### config.mk
export PLATFORM = sky130hd
export DESIGN_NAME = uartc_top
export DESIGN_NICKNAME = d
export VERILOG_FILES = /design/src/hdl/uartc_top.v
export VERILOG_INCLUDE_DIRS = /design/src /design/src/shared
export SDC_FILE = /design/constraint.sdc
export NUM_CORES = 1
export LEC_CHECK = 0
export ABC_AREA = 1
export ABC_CLOCK_PERIOD_IN_PS = 1900
export BUFFER_PORTS_ARGS = -buffer_cell sky130_fd_sc_hd__buf_2
export CAP_MARGIN = 15
export CORE_MARGIN = 5
export CORE_UTILIZATION = 55
export CTS_BUF_LIST = sky130_fd_sc_hd__clkbuf_8
export CTS_CLUSTER_SIZE = 20
export DETAILED_ROUTE_END_ITERATION = 10
export HOLD_SLACK_MARGIN = 0.1
export PLACE_DENSITY = 0.89
export SLEW_MARGIN = 20
export SYNTH_ARGS = -nofsm -noshare
export SYNTH_HDL_FRONTEND = slang
export SYNTH_SLANG_ARGS = --single-unit
### constraint.sdc
create_clock -name clock -period 1.9 [get_ports clock]
set_clock_uncertainty 0.1 [all_clocks]
set_input_delay 0.095 -clock clock [delete_from_list [all_inputs] [get_ports clock]]
set_output_delay 0.095 -clock clock [all_outputs]
set_load 0.02 [all_outputs]
### src/shared/uartc_regs.vh
// Purpose: Register map, fields, resets and timing for the UART control block
// Assumes: 32-bit APB data, byte address is four times the register index
// Notes: Overview below lists the behaviour this block carries out
//
// Overview of operation
// - Class command copies shadows into working pin regs
// - Shadow registers load only from OTP port
// - Enable bit0 turns on TX, bit1 RX
// - Flow mode 0 none, 1 hardware, 2 software
// - Mode 3 gates receive on address match
// - Mode 4 gates both directions on match
// - Half-duplex bit drops receive while transmitting
// - Resume character restarts transmit, default 0x17
// - Pause character halts transmit, default 0x19
// - Sticky break, framing, parity, overrun; read clears
// - Byte arriving into full buffer flags overrun
// - Bit 7 shows live break on receive line
// - Break count 1..0xFFE decrements each millisecond
// - Rewriting count restarts decrement from new value
// - Count 0xFFF holds break until rewritten
// - Character in flight finishes before break starts
// - Break onset within 1 ms, end within 2 bits
// - Turn-around waits delay bit times before receive
// - Pin modes 000 GP, 001 CTS/RTS, 010 DSR/DTR
// - Modes 011/100 make pin five transceiver enable
// - Pin function bit 3 sets enable polarity
`ifndef UARTC_REGS_VH
`define UARTC_REGS_VH

// Register indices; byte address is index times four
`define UARTC_IDX_SH_FUNC 12'h217
`define UARTC_IDX_SH_DIR 12'h218
`define UARTC_IDX_SH_MASK 12'h219
`define UARTC_IDX_ENABLE 12'hc00
`define UARTC_IDX_FLOW 12'hc06
`define UARTC_IDX_RESUME 12'hc07
`define UARTC_IDX_PAUSE 12'hc08
`define UARTC_IDX_ERROR 12'hc09
`define UARTC_IDX_BREAK 12'hc0a
`define UARTC_IDX_DELAY 12'hc0b
`define UARTC_IDX_PIN_FUNC 12'hc0c
`define UARTC_IDX_PIN_DIR 12'hc0d
`define UARTC_IDX_PIN_MASK 12'hc11

// Field positions
`define UARTC_EN_TX 0
`define UARTC_EN_RX 1
`define UARTC_FLOW_HDX 3
`define UARTC_PF_POL 3
`define UARTC_ERR_BRK 3
`define UARTC_ERR_FRM 4
`define UARTC_ERR_PAR 5
`define UARTC_ERR_OVR 6
`define UARTC_ERR_LIVE 7

// Flow modes
`define UARTC_FLOW_NONE 3'h0
`define UARTC_FLOW_HW 3'h1
`define UARTC_FLOW_SW 3'h2
`define UARTC_FLOW_MD_RX 3'h3
`define UARTC_FLOW_MD_ALL 3'h4

// Pin function modes
`define UARTC_PF_GPIO 3'h0
`define UARTC_PF_RTSCTS 3'h1
`define UARTC_PF_DTRDSR 3'h2
`define UARTC_PF_XCVR_TX 3'h3
`define UARTC_PF_XCVR_MATCH 3'h4

// Pin numbers
`define UARTC_PIN_TWO 2
`define UARTC_PIN_THREE 3
`define UARTC_PIN_FOUR 4
`define UARTC_PIN_FIVE 5

// Reset values
`define UARTC_RST_RESUME 8'h17
`define UARTC_RST_PAUSE 8'h19
`define UARTC_RST_ZERO12 12'h000

// Break counter values
`define UARTC_BRK_HOLD 12'hfff
`define UARTC_BRK_ONE 12'h001
`define UARTC_BRK_ZERO 12'h000

// OTP shadow selects
`define UARTC_OTP_FUNC 2'h0
`define UARTC_OTP_DIR 2'h1
`define UARTC_OTP_MASK 2'h2

// Timing
`define UARTC_CLK_NS 40
`define UARTC_MS_NS 1000000
`define UARTC_MS_CYCLES (`UARTC_MS_NS / `UARTC_CLK_NS)

`endif

### src/hdl/uartc_top.v
// Purpose: Control and status of a UART: enables, flow, errors, break, pins
// Assumes: Serial engine outside drives the rx and tx status inputs
// Notes: APB slave, one wait state on every access
`timescale 1ns/100ps
`include "uartc_regs.vh"

module uartc_top #(
    parameter MS_CYCLES = `UARTC_MS_CYCLES
) (
    input wire clock,
    input wire reset_n,
    // APB slave
    input wire psel,
    input wire penable,
    input wire pwrite,
    input wire [13:0] paddr,
    input wire [31:0] pwdata,
    output reg [31:0] prdata,
    output reg pready,
    output reg pslverr,
    // OTP shadow loading and class command
    input wire otp_wr_valid,
    input wire [1:0] otp_wr_sel,
    input wire [11:0] otp_wr_data,
    input wire class_cmd,
    // Serial engine status
    input wire bit_tick,
    input wire tx_busy,
    input wire rx_byte_valid,
    input wire [7:0] rx_byte,
    input wire rx_frame_err,
    input wire rx_parity_err,
    input wire rx_fifo_full,
    input wire rx_break_level,
    input wire addr_matched,
    // Controls to the serial engine
    output reg tx_permit,
    output reg rx_accept,
    output reg tx_break,
    // Pins
    input wire [5:0] pin_in,
    output reg [5:0] pin_out,
    output reg [5:0] pin_oe
);

    // =====================================================
    // Transceiver state encoding
    localparam XC_IDLE = 3'b001;
    localparam XC_DRIVE = 3'b010;
    localparam XC_HOLD = 3'b100;
    // Divider is 16 bits; cut the parameter arithmetic on purpose
    localparam [31:0] MS_WIDE = MS_CYCLES - 1;
    localparam [15:0] MS_LAST = MS_WIDE[15:0];

    // =====================================================
    // Registers
    reg [11:0] sh_func_reg;
    reg [11:0] sh_dir_reg;
    reg [11:0] sh_mask_reg;
    reg [1:0] enable_reg;
    reg [3:0] flow_reg;
    reg [7:0] resume_reg;
    reg [7:0] pause_reg;
    reg [3:0] err_reg;
    reg [11:0] break_reg;
    reg [3:0] delay_reg;
    reg [3:0] pin_func_reg;
    reg [5:0] pin_dir_reg;
    reg [5:0] pin_mask_reg;
    reg paused_reg;
    reg brk_live_reg;
    reg [15:0] ms_cnt_reg;
    reg [2:0] xc_state_reg;
    reg [3:0] turn_cnt_reg;

    // =====================================================
    // Bus decode
    wire [11:0] idx = paddr[13:2];
    wire acc = psel && penable;
    wire done = acc && pready;
    wire wr_done = done && pwrite;
    wire rd_err = done && !pwrite && (idx == `UARTC_IDX_ERROR);
    reg mapped;
    reg [31:0] rd_val;

    // Read mux; reserved bits read zero
    always @*
    begin
        mapped = 1'b1;
        rd_val = 32'h0000_0000;
        case (idx)
            `UARTC_IDX_SH_FUNC: rd_val[11:0] = sh_func_reg;
            `UARTC_IDX_SH_DIR: rd_val[11:0] = sh_dir_reg;
            `UARTC_IDX_SH_MASK: rd_val[11:0] = sh_mask_reg;
            `UARTC_IDX_ENABLE: rd_val[1:0] = enable_reg;
            `UARTC_IDX_FLOW: rd_val[3:0] = flow_reg;
            `UARTC_IDX_RESUME: rd_val[7:0] = resume_reg;
            `UARTC_IDX_PAUSE: rd_val[7:0] = pause_reg;
            `UARTC_IDX_ERROR: rd_val[7:3] = {brk_live_reg, err_reg};
            `UARTC_IDX_BREAK: rd_val[11:0] = break_reg;
            `UARTC_IDX_DELAY: rd_val[3:0] = delay_reg;
            `UARTC_IDX_PIN_FUNC: rd_val[3:0] = pin_func_reg;
            `UARTC_IDX_PIN_DIR: rd_val[5:0] = pin_dir_reg;
            `UARTC_IDX_PIN_MASK: rd_val[5:0] = pin_mask_reg;
            default: mapped = 1'b0;
        endcase
    end

    // One wait state, then answer with data or error
    always @(posedge clock or negedge reset_n)
    begin
        if (!reset_n)
        begin
            pready <= 1'b0;
            pslverr <= 1'b0;
            prdata <= 32'h0000_0000;
        end
        else
        begin
            pready <= acc && !pready;
            pslverr <= acc && !pready && !mapped;
            if (acc && !pready)
                prdata <= pwrite ? 32'h0000_0000 : rd_val;
        end
    end

    // =====================================================
    // Shadow registers: OTP port only, bus writes ignored
    always @(posedge clock or negedge reset_n)
    begin
        if (!reset_n)
        begin
            sh_func_reg <= `UARTC_RST_ZERO12;
            sh_dir_reg <= `UARTC_RST_ZERO12;
            sh_mask_reg <= `UARTC_RST_ZERO12;
        end
        else if (otp_wr_valid)
        begin
            case (otp_wr_sel)
                `UARTC_OTP_FUNC: sh_func_reg <= otp_wr_data;
                `UARTC_OTP_DIR: sh_dir_reg <= otp_wr_data;
                `UARTC_OTP_MASK: sh_mask_reg <= otp_wr_data;
                default: sh_func_reg <= sh_func_reg;
            endcase
        end
    end

    // =====================================================
    // Working configuration registers
    // Host keeps UART disabled while writing these; no guard here
    always @(posedge clock or negedge reset_n)
    begin
        if (!reset_n)
        begin
            enable_reg <= 2'b00;
            flow_reg <= 4'h0;
            resume_reg <= `UARTC_RST_RESUME;
            pause_reg <= `UARTC_RST_PAUSE;
            delay_reg <= 4'h0;
            pin_func_reg <= 4'h0;
            pin_dir_reg <= 6'h00;
            pin_mask_reg <= 6'h00;
        end
        else
        begin
            if (wr_done)
            begin
                case (idx)
                    `UARTC_IDX_ENABLE: enable_reg <= pwdata[1:0];
                    `UARTC_IDX_FLOW: flow_reg <= pwdata[3:0];
                    `UARTC_IDX_RESUME: resume_reg <= pwdata[7:0];
                    `UARTC_IDX_PAUSE: pause_reg <= pwdata[7:0];
                    `UARTC_IDX_DELAY: delay_reg <= pwdata[3:0];
                    `UARTC_IDX_PIN_FUNC: pin_func_reg <= pwdata[3:0];
                    `UARTC_IDX_PIN_DIR: pin_dir_reg <= pwdata[5:0];
                    `UARTC_IDX_PIN_MASK: pin_mask_reg <= pwdata[5:0];
                    default: enable_reg <= enable_reg;
                endcase
            end
            // Class command wins over a bus write in the same cycle
            if (class_cmd)
            begin
                pin_func_reg <= sh_func_reg[3:0];
                pin_dir_reg <= sh_dir_reg[5:0];
                pin_mask_reg <= sh_mask_reg[5:0];
            end
        end
    end

    // =====================================================
    // Mode decode
    wire [2:0] fmode = flow_reg[2:0];
    wire [2:0] pmode = pin_func_reg[2:0];
    wire tx_on = enable_reg[`UARTC_EN_TX];
    wire rx_on = enable_reg[`UARTC_EN_RX];
    wire hdx = flow_reg[`UARTC_FLOW_HDX];
    wire xc_active = (xc_state_reg != XC_IDLE);
    // Receive discarded while sending in half-duplex
    wire rx_gate = rx_on && !(hdx && (tx_busy || xc_active))
        && !(fmode == `UARTC_FLOW_MD_RX && !addr_matched)
        && !(fmode == `UARTC_FLOW_MD_ALL && !addr_matched);
    wire rx_take = rx_byte_valid && rx_gate;
    wire cts_ok = (pmode == `UARTC_PF_RTSCTS) ? !pin_in[`UARTC_PIN_FOUR] :
        (pmode == `UARTC_PF_DTRDSR) ? !pin_in[`UARTC_PIN_TWO] : 1'b1;
    wire brk_req = (break_reg != `UARTC_BRK_ZERO);

    // =====================================================
    // Software flow: pause and resume characters
    always @(posedge clock or negedge reset_n)
    begin
        if (!reset_n)
            paused_reg <= 1'b0;
        else if (fmode != `UARTC_FLOW_SW)
            paused_reg <= 1'b0;
        else if (rx_take && rx_byte == pause_reg)
            paused_reg <= 1'b1;
        else if (rx_take && rx_byte == resume_reg)
            paused_reg <= 1'b0;
    end

    // =====================================================
    // Error flags; a new event wins over the read clear
    always @(posedge clock or negedge reset_n)
    begin
        if (!reset_n)
        begin
            err_reg <= 4'h0;
            brk_live_reg <= 1'b0;
        end
        else
        begin
            brk_live_reg <= rx_break_level;
            err_reg <= (rd_err ? 4'h0 : err_reg) | {
                rx_take && rx_fifo_full,
                rx_take && rx_parity_err,
                rx_take && rx_frame_err,
                rx_on && rx_break_level && !brk_live_reg};
        end
    end

    // =====================================================
    // Millisecond divider and break counter
    // Divider free-runs, so onset of counting may lag up to 1 ms
    always @(posedge clock or negedge reset_n)
    begin
        if (!reset_n)
            ms_cnt_reg <= 16'h0000;
        else if (ms_cnt_reg == MS_LAST)
            ms_cnt_reg <= 16'h0000;
        else
            ms_cnt_reg <= ms_cnt_reg + 16'h0001;
    end
    wire ms_tick = (ms_cnt_reg == MS_LAST);

    always @(posedge clock or negedge reset_n)
    begin
        if (!reset_n)
            break_reg <= `UARTC_BRK_ZERO;
        else if (wr_done && idx == `UARTC_IDX_BREAK)
            break_reg <= pwdata[11:0];
        else if (ms_tick && brk_req && break_reg != `UARTC_BRK_HOLD)
            break_reg <= break_reg - `UARTC_BRK_ONE;
    end

    // Break drives only once the character in flight is out
    always @(posedge clock or negedge reset_n)
    begin
        if (!reset_n)
            tx_break <= 1'b0;
        else if (!brk_req)
            tx_break <= 1'b0;
        else if (!tx_busy)
            tx_break <= 1'b1;
    end

    // =====================================================
    // Transmit and receive permissions to the engine
    always @(posedge clock or negedge reset_n)
    begin
        if (!reset_n)
        begin
            tx_permit <= 1'b0;
            rx_accept <= 1'b0;
        end
        else
        begin
            tx_permit <= tx_on && !brk_req && !paused_reg
                && !(fmode == `UARTC_FLOW_HW && !cts_ok)
                && !(fmode == `UARTC_FLOW_MD_ALL && !addr_matched);
            rx_accept <= rx_gate;
        end
    end

    // =====================================================
    // Transceiver direction: drive, then hold delay bit times
    always @(posedge clock or negedge reset_n)
    begin
        if (!reset_n)
        begin
            xc_state_reg <= XC_IDLE;
            turn_cnt_reg <= 4'h0;
        end
        else
        begin
            case (xc_state_reg)
                XC_IDLE:
                    if (tx_busy)
                        xc_state_reg <= XC_DRIVE;
                XC_DRIVE:
                    if (!tx_busy)
                    begin
                        turn_cnt_reg <= delay_reg;
                        xc_state_reg <= (delay_reg == 4'h0) ? XC_IDLE : XC_HOLD;
                    end
                XC_HOLD:
                    if (tx_busy)
                        xc_state_reg <= XC_DRIVE;
                    else if (bit_tick)
                    begin
                        turn_cnt_reg <= turn_cnt_reg - 4'h1;
                        if (turn_cnt_reg == 4'h1)
                            xc_state_reg <= XC_IDLE;
                    end
                default:
                    xc_state_reg <= XC_IDLE;
            endcase
        end
    end

    // =====================================================
    // Pin function mapping
    wire rx_room = rx_on && !rx_fifo_full;
    wire pol = pin_func_reg[`UARTC_PF_POL];
    wire xc_drive = xc_active || tx_busy;
    reg [5:0] out_n;
    reg [5:0] oe_n;

    always @*
    begin
        out_n = 6'h00;
        oe_n = pin_dir_reg;
        case (pmode)
            `UARTC_PF_RTSCTS:
            begin
                oe_n[`UARTC_PIN_FOUR] = 1'b0;
                oe_n[`UARTC_PIN_FIVE] = 1'b1;
                out_n[`UARTC_PIN_FIVE] = !rx_room;
            end
            `UARTC_PF_DTRDSR:
            begin
                oe_n[`UARTC_PIN_TWO] = 1'b0;
                oe_n[`UARTC_PIN_THREE] = 1'b1;
                out_n[`UARTC_PIN_THREE] = !rx_room;
            end
            `UARTC_PF_XCVR_TX:
            begin
                oe_n[`UARTC_PIN_FIVE] = 1'b1;
                out_n[`UARTC_PIN_FIVE] = xc_drive ? pol : !pol;
            end
            `UARTC_PF_XCVR_MATCH:
            begin
                oe_n[`UARTC_PIN_FIVE] = 1'b1;
                out_n[`UARTC_PIN_FIVE] = (xc_drive && addr_matched) ? pol : !pol;
            end
            default:
                out_n = 6'h00;
        endcase
    end

    // Registered pin drivers
    always @(posedge clock or negedge reset_n)
    begin
        if (!reset_n)
        begin
            pin_out <= 6'h00;
            pin_oe <= 6'h00;
        end
        else
        begin
            pin_out <= out_n;
            pin_oe <= oe_n;
        end
    end

endmodule

==> flow_metrics.env <==
export IMPL_ys_dominant_reg_cell="sky130_fd_sc_hd__dfrtp_1"
export IMPL_detailroute_wirelength_met3_um=2410
export IMPL_crit_fanout=4
export IMPL_timing_critical_path_arrival_ps=2070
export IMPL_power_density_nw_per_um2=741
export IMPL_rr_worst_depth=10
export IMPL_grt_start_max_net_pins=55
export IMPL_yosysWarningCount=0
export IMPL_drt_antenna_violating_nets=0
export IMPL_setup_worst_path_class="flip-flop to flip-flop"
export IMPL_regToRegStartpoint="ms_cnt_reg[0]$_DFF_PN0_"
export IMPL_post_route_cells_drive_above_1_share_pct=16.3
export IMPL_slew_viol_final=0
export IMPL_power_static_leakage_nw=5.03
export IMPL_postSynthAreaPerCell_um2=7.52
export IMPL_critPathSlowestCell="sky130_fd_sc_hd__dfrtp_1"
export IMPL_pwr_total_w=0.00730
export IMPL_cell_chain_of_the_critical_path="ha_1, nand2_1, inv_1, nand3_2, nor2_2, nand2_1, inv_1, nand3_1, xor2_1, nor2_1"
export IMPL_crit_buf_inv=2
export IMPL_place_area_um2=8730
export IMPL_syn_cell_area_um2=8070
export IMPL_status="complete, no violations"
export IMPL_initial_core_util_pct=55.7
export IMPL_holdCritStartpoint="rx_byte[7]"
export IMPL_wirelength_met1_um=8870
export IMPL_timing_hold_worst_endpoint="paused_reg$_DFFE_PN0P_"
export IMPL_cts_max_level=4
export IMPL_post_cts_repair_setup_buffers=0
export IMPL_routed_wl_um=24100
export IMPL_tritoncts="done"
export IMPL_hold_viol_final=0
export IMPL_worst_max_slew_pin_slew_ps=547
export IMPL_cts_inserted_buffers=17
export IMPL_hold_class="input pin to flip-flop"
export IMPL_whs_path_depth=7
export IMPL_num_antenna_cells=0
export IMPL_min_period_over_period_pct=95.7
export IMPL_grt_pass1_wl_um=37300
export IMPL_io_buffer_count=87
export IMPL_finish_instance_area_um2=9860
export IMPL_tmin_final_ps=1820
export IMPL_via_per_inst=5.57
export IMPL_track_usage_pct=28.2
export IMPL_via_count_of_the_routed_design=7990
export IMPL_clk_transition_reported_paths_ps=80
export IMPL_design_die_area_um2=17200
export IMPL_overflow=0
export IMPL_topRoutingLayerUsed="met4"
export IMPL_timing_critical_path_to_type="flip-flop"
export IMPL_max_cap_violations=0
export IMPL_synth_edff_count=0
export IMPL_grt_antenna_before_repair=0
export IMPL_fp_coreArea_um2=14500
export IMPL_die_height_um=131
export IMPL_final_setup_viol_count=0
export IMPL_grt_pass1_vias=7487
export IMPL_async_flop_share_pct=100
export IMPL_drt_initial_drc_count=915
export IMPL_nNetsFinal=1333
export IMPL_timing_rr_end="ms_cnt_reg[14]$_DFF_PN0_"
export IMPL_clkLatencyLatePin_ps=460
export IMPL_area_growth_synth_to_final_pct=22.3
export IMPL_cts_sinks=144
export IMPL_met2_length_um=11900
export IMPL_finalWeightedCongestion=1.00
export IMPL_max_slew_margin_pct=63.4
export IMPL_cp_required_ps=2150
export IMPL_drc_errors=0
export IMPL_worst_slack_ps=80.8
export IMPL_die_width_um=131
export IMPL_critPathMaxStageDelay_ps=380
export IMPL_detailedPlacementHpwl_um=17100
export IMPL_place_worst_setup_slack_ps=95.8
export IMPL_clk_path_buf_depth=2
export IMPL_part_of_the_yosys_area_used_for_sequential_elements_pct=44.8
export IMPL_fmaxAchievable_mhz=550
export IMPL_ioPinCount=138
export IMPL_cts_root_buf="sky130_fd_sc_hd__clkbuf_8"
export IMPL_synthesis_instances=1072
export IMPL_largest_reg_flops=16
export IMPL_worst_ir_drop_vdd_uv=538
export IMPL_placement_rows=44
export IMPL_critical_path_top_delay_family="simple AND/OR/NAND/NOR gates"
export IMPL_netlist_cell_type_count=46
export IMPL_start_kind="flip-flop"
export IMPL_drtPass1Iterations=6
export IMPL_worst_r2r_setup_slack_ps=80
export IMPL_drt_wirelength_per_cell_um=16.8
export IMPL_postSynthRegisterBits=144
## final cells by class
cell class	count	area [um2]
Tap cell	184	230
Fill cell	1141	4620
Inverter	121	457
Sequential cell	144	3610
Multi-Input combinational cell	784	3870
Clock buffer	18	248
Clock inverter	13	189
Timing Repair Buffer	170	1250
## power by group
| part | total (W) | switching [W] | internal (W) | leakage (nW) |
|---|---|---|---|---|
| Clock | 0.00270 | 0.00123 | 0.00146 | 0.209 |
| Combinational | 0.00111 | 0.000676 | 0.000429 | 2.97 |
| Sequential | 0.00350 | 0.000189 | 0.00331 | 1.85 |
| Total | 0.00730 | 0.00210 | 0.00521 | 5.03 |
## cell usage in the layout (no fill, tap or decap), types with 18 or more instances in the layout
cell type	Yosys	layout
sky130_fd_sc_hd__a21oi_1	26	26
sky130_fd_sc_hd__dlygate4sd3_1	0	60
sky130_fd_sc_hd__buf_4	25	20
sky130_fd_sc_hd__nand2_1	306	304
sky130_fd_sc_hd__dfrtp_1	136	136
sky130_fd_sc_hd__nor2_1	93	88
sky130_fd_sc_hd__buf_2	7	86
sky130_fd_sc_hd__o21ai_0	98	98
sky130_fd_sc_hd__conb_1	1	24
sky130_fd_sc_hd__nand3_1	69	66
sky130_fd_sc_hd__inv_1	116	116
sky130_fd_sc_hd__o21ai_1	27	27
sky130_fd_sc_hd__nand4_1	27	27
sky130_fd_sc_hd__clkbuf_8	0	18
## timing repair
action / in CTS / in global routing
endpoints found under the setup margin: 0 / 19
endpoints found under the hold margin: 254 / 0
hold buffers: 61 / 0
resized for setup: 0 / 18
## worst max-delay path by stage
stage                                      from                        end  slack (ps)  depth (start not counted)
global placement    xc_state_reg[0]$_DFFE_PN1P_     paused_reg$_DFFE_PN0P_         150                          9
finish                  ms_cnt_reg[0]$_DFF_PN0_   ms_cnt_reg[14]$_DFF_PN0_          80                         10
CTS                    break_reg[0]$_DFFE_PN0P_  break_reg[10]$_DFFE_PN0P_          70                          9
global route            ms_cnt_reg[0]$_DFF_PN0_   ms_cnt_reg[14]$_DFF_PN0_         -20                         10
floorplan               ms_cnt_reg[0]$_DFF_PN0_   break_reg[0]$_DFFE_PN0P_         230                         10
detailed placement  xc_state_reg[0]$_DFFE_PN1P_     paused_reg$_DFFE_PN0P_         100                          9
## cell usage after synthesis (all sizes together) (3+ instances only)
cell / instances / area share [%]
ha: 6 / 0.93
or2: 5 / 0.39
o21ai: 125 / 7.8
nand3: 70 / 4.5
a31oi: 3 / 0.31
clkbuf: 13 / 0.61
nor3: 20 / 1.5
xor2: 11 / 1.2
a22o: 3 / 0.33
inv: 121 / 5.7
o211ai: 4 / 0.37
nand2: 316 / 15
dfrtp: 136 / 42
nor4: 4 / 0.31
dfstp: 8 / 2.6
xnor2: 15 / 1.6
nor2: 113 / 6.6
nand4: 27 / 2.1
a21oi: 26 / 1.6
buf: 33 / 2.9
## through the flow
stage          hold WS [ps]  cells  utilization, %  setup TNS, ps
6_report                125   1434            68.1              0
3_5_place_dp          -74.4   1342            60.3              0
2_1_floorplan          -301   1095               -              0
4_1_cts                 102   1434            67.6              0
3_3_place_gp          -77.8   1342            60.3              0
5_1_grt                 156   1434            68.1          -51.5
## per-layer routing
metal  track usage (%)  vias up
met5                 0        -
li1                  -     3747
met4              12.0        0
met3              5.51       74
met2              47.0      472
met1              36.0     3697
## worst reg2reg max path, stage by stage (launching register included)
cell and delay [ps]:
sky130_fd_sc_hd__dfrtp_1 380, sky130_fd_sc_hd__ha_1 190, sky130_fd_sc_hd__nand2_1 110, sky130_fd_sc_hd__inv_1 110, sky130_fd_sc_hd__nand3_2 110, sky130_fd_sc_hd__nor2_2 150, sky130_fd_sc_hd__nand2_1 100, sky130_fd_sc_hd__inv_1 120
sky130_fd_sc_hd__nand3_1 100, sky130_fd_sc_hd__xor2_1 180, sky130_fd_sc_hd__nor2_1 60
## cell families (layout without fill, tap and decap cells)
logic type      Yosys count  count (layout)  synth area share (%)
simple gates            559             559                  31.0
other cells               1              24                0.0465
compound gates          168             168                  11.1
xor+xnor                 26              26                  2.82
fa+ha+maj                 6               6                 0.931
mux                       1               1                 0.124
buf+inv                 167             322                  9.17
flops                   144             144                  44.8
(Power assumes the default switching activity.)
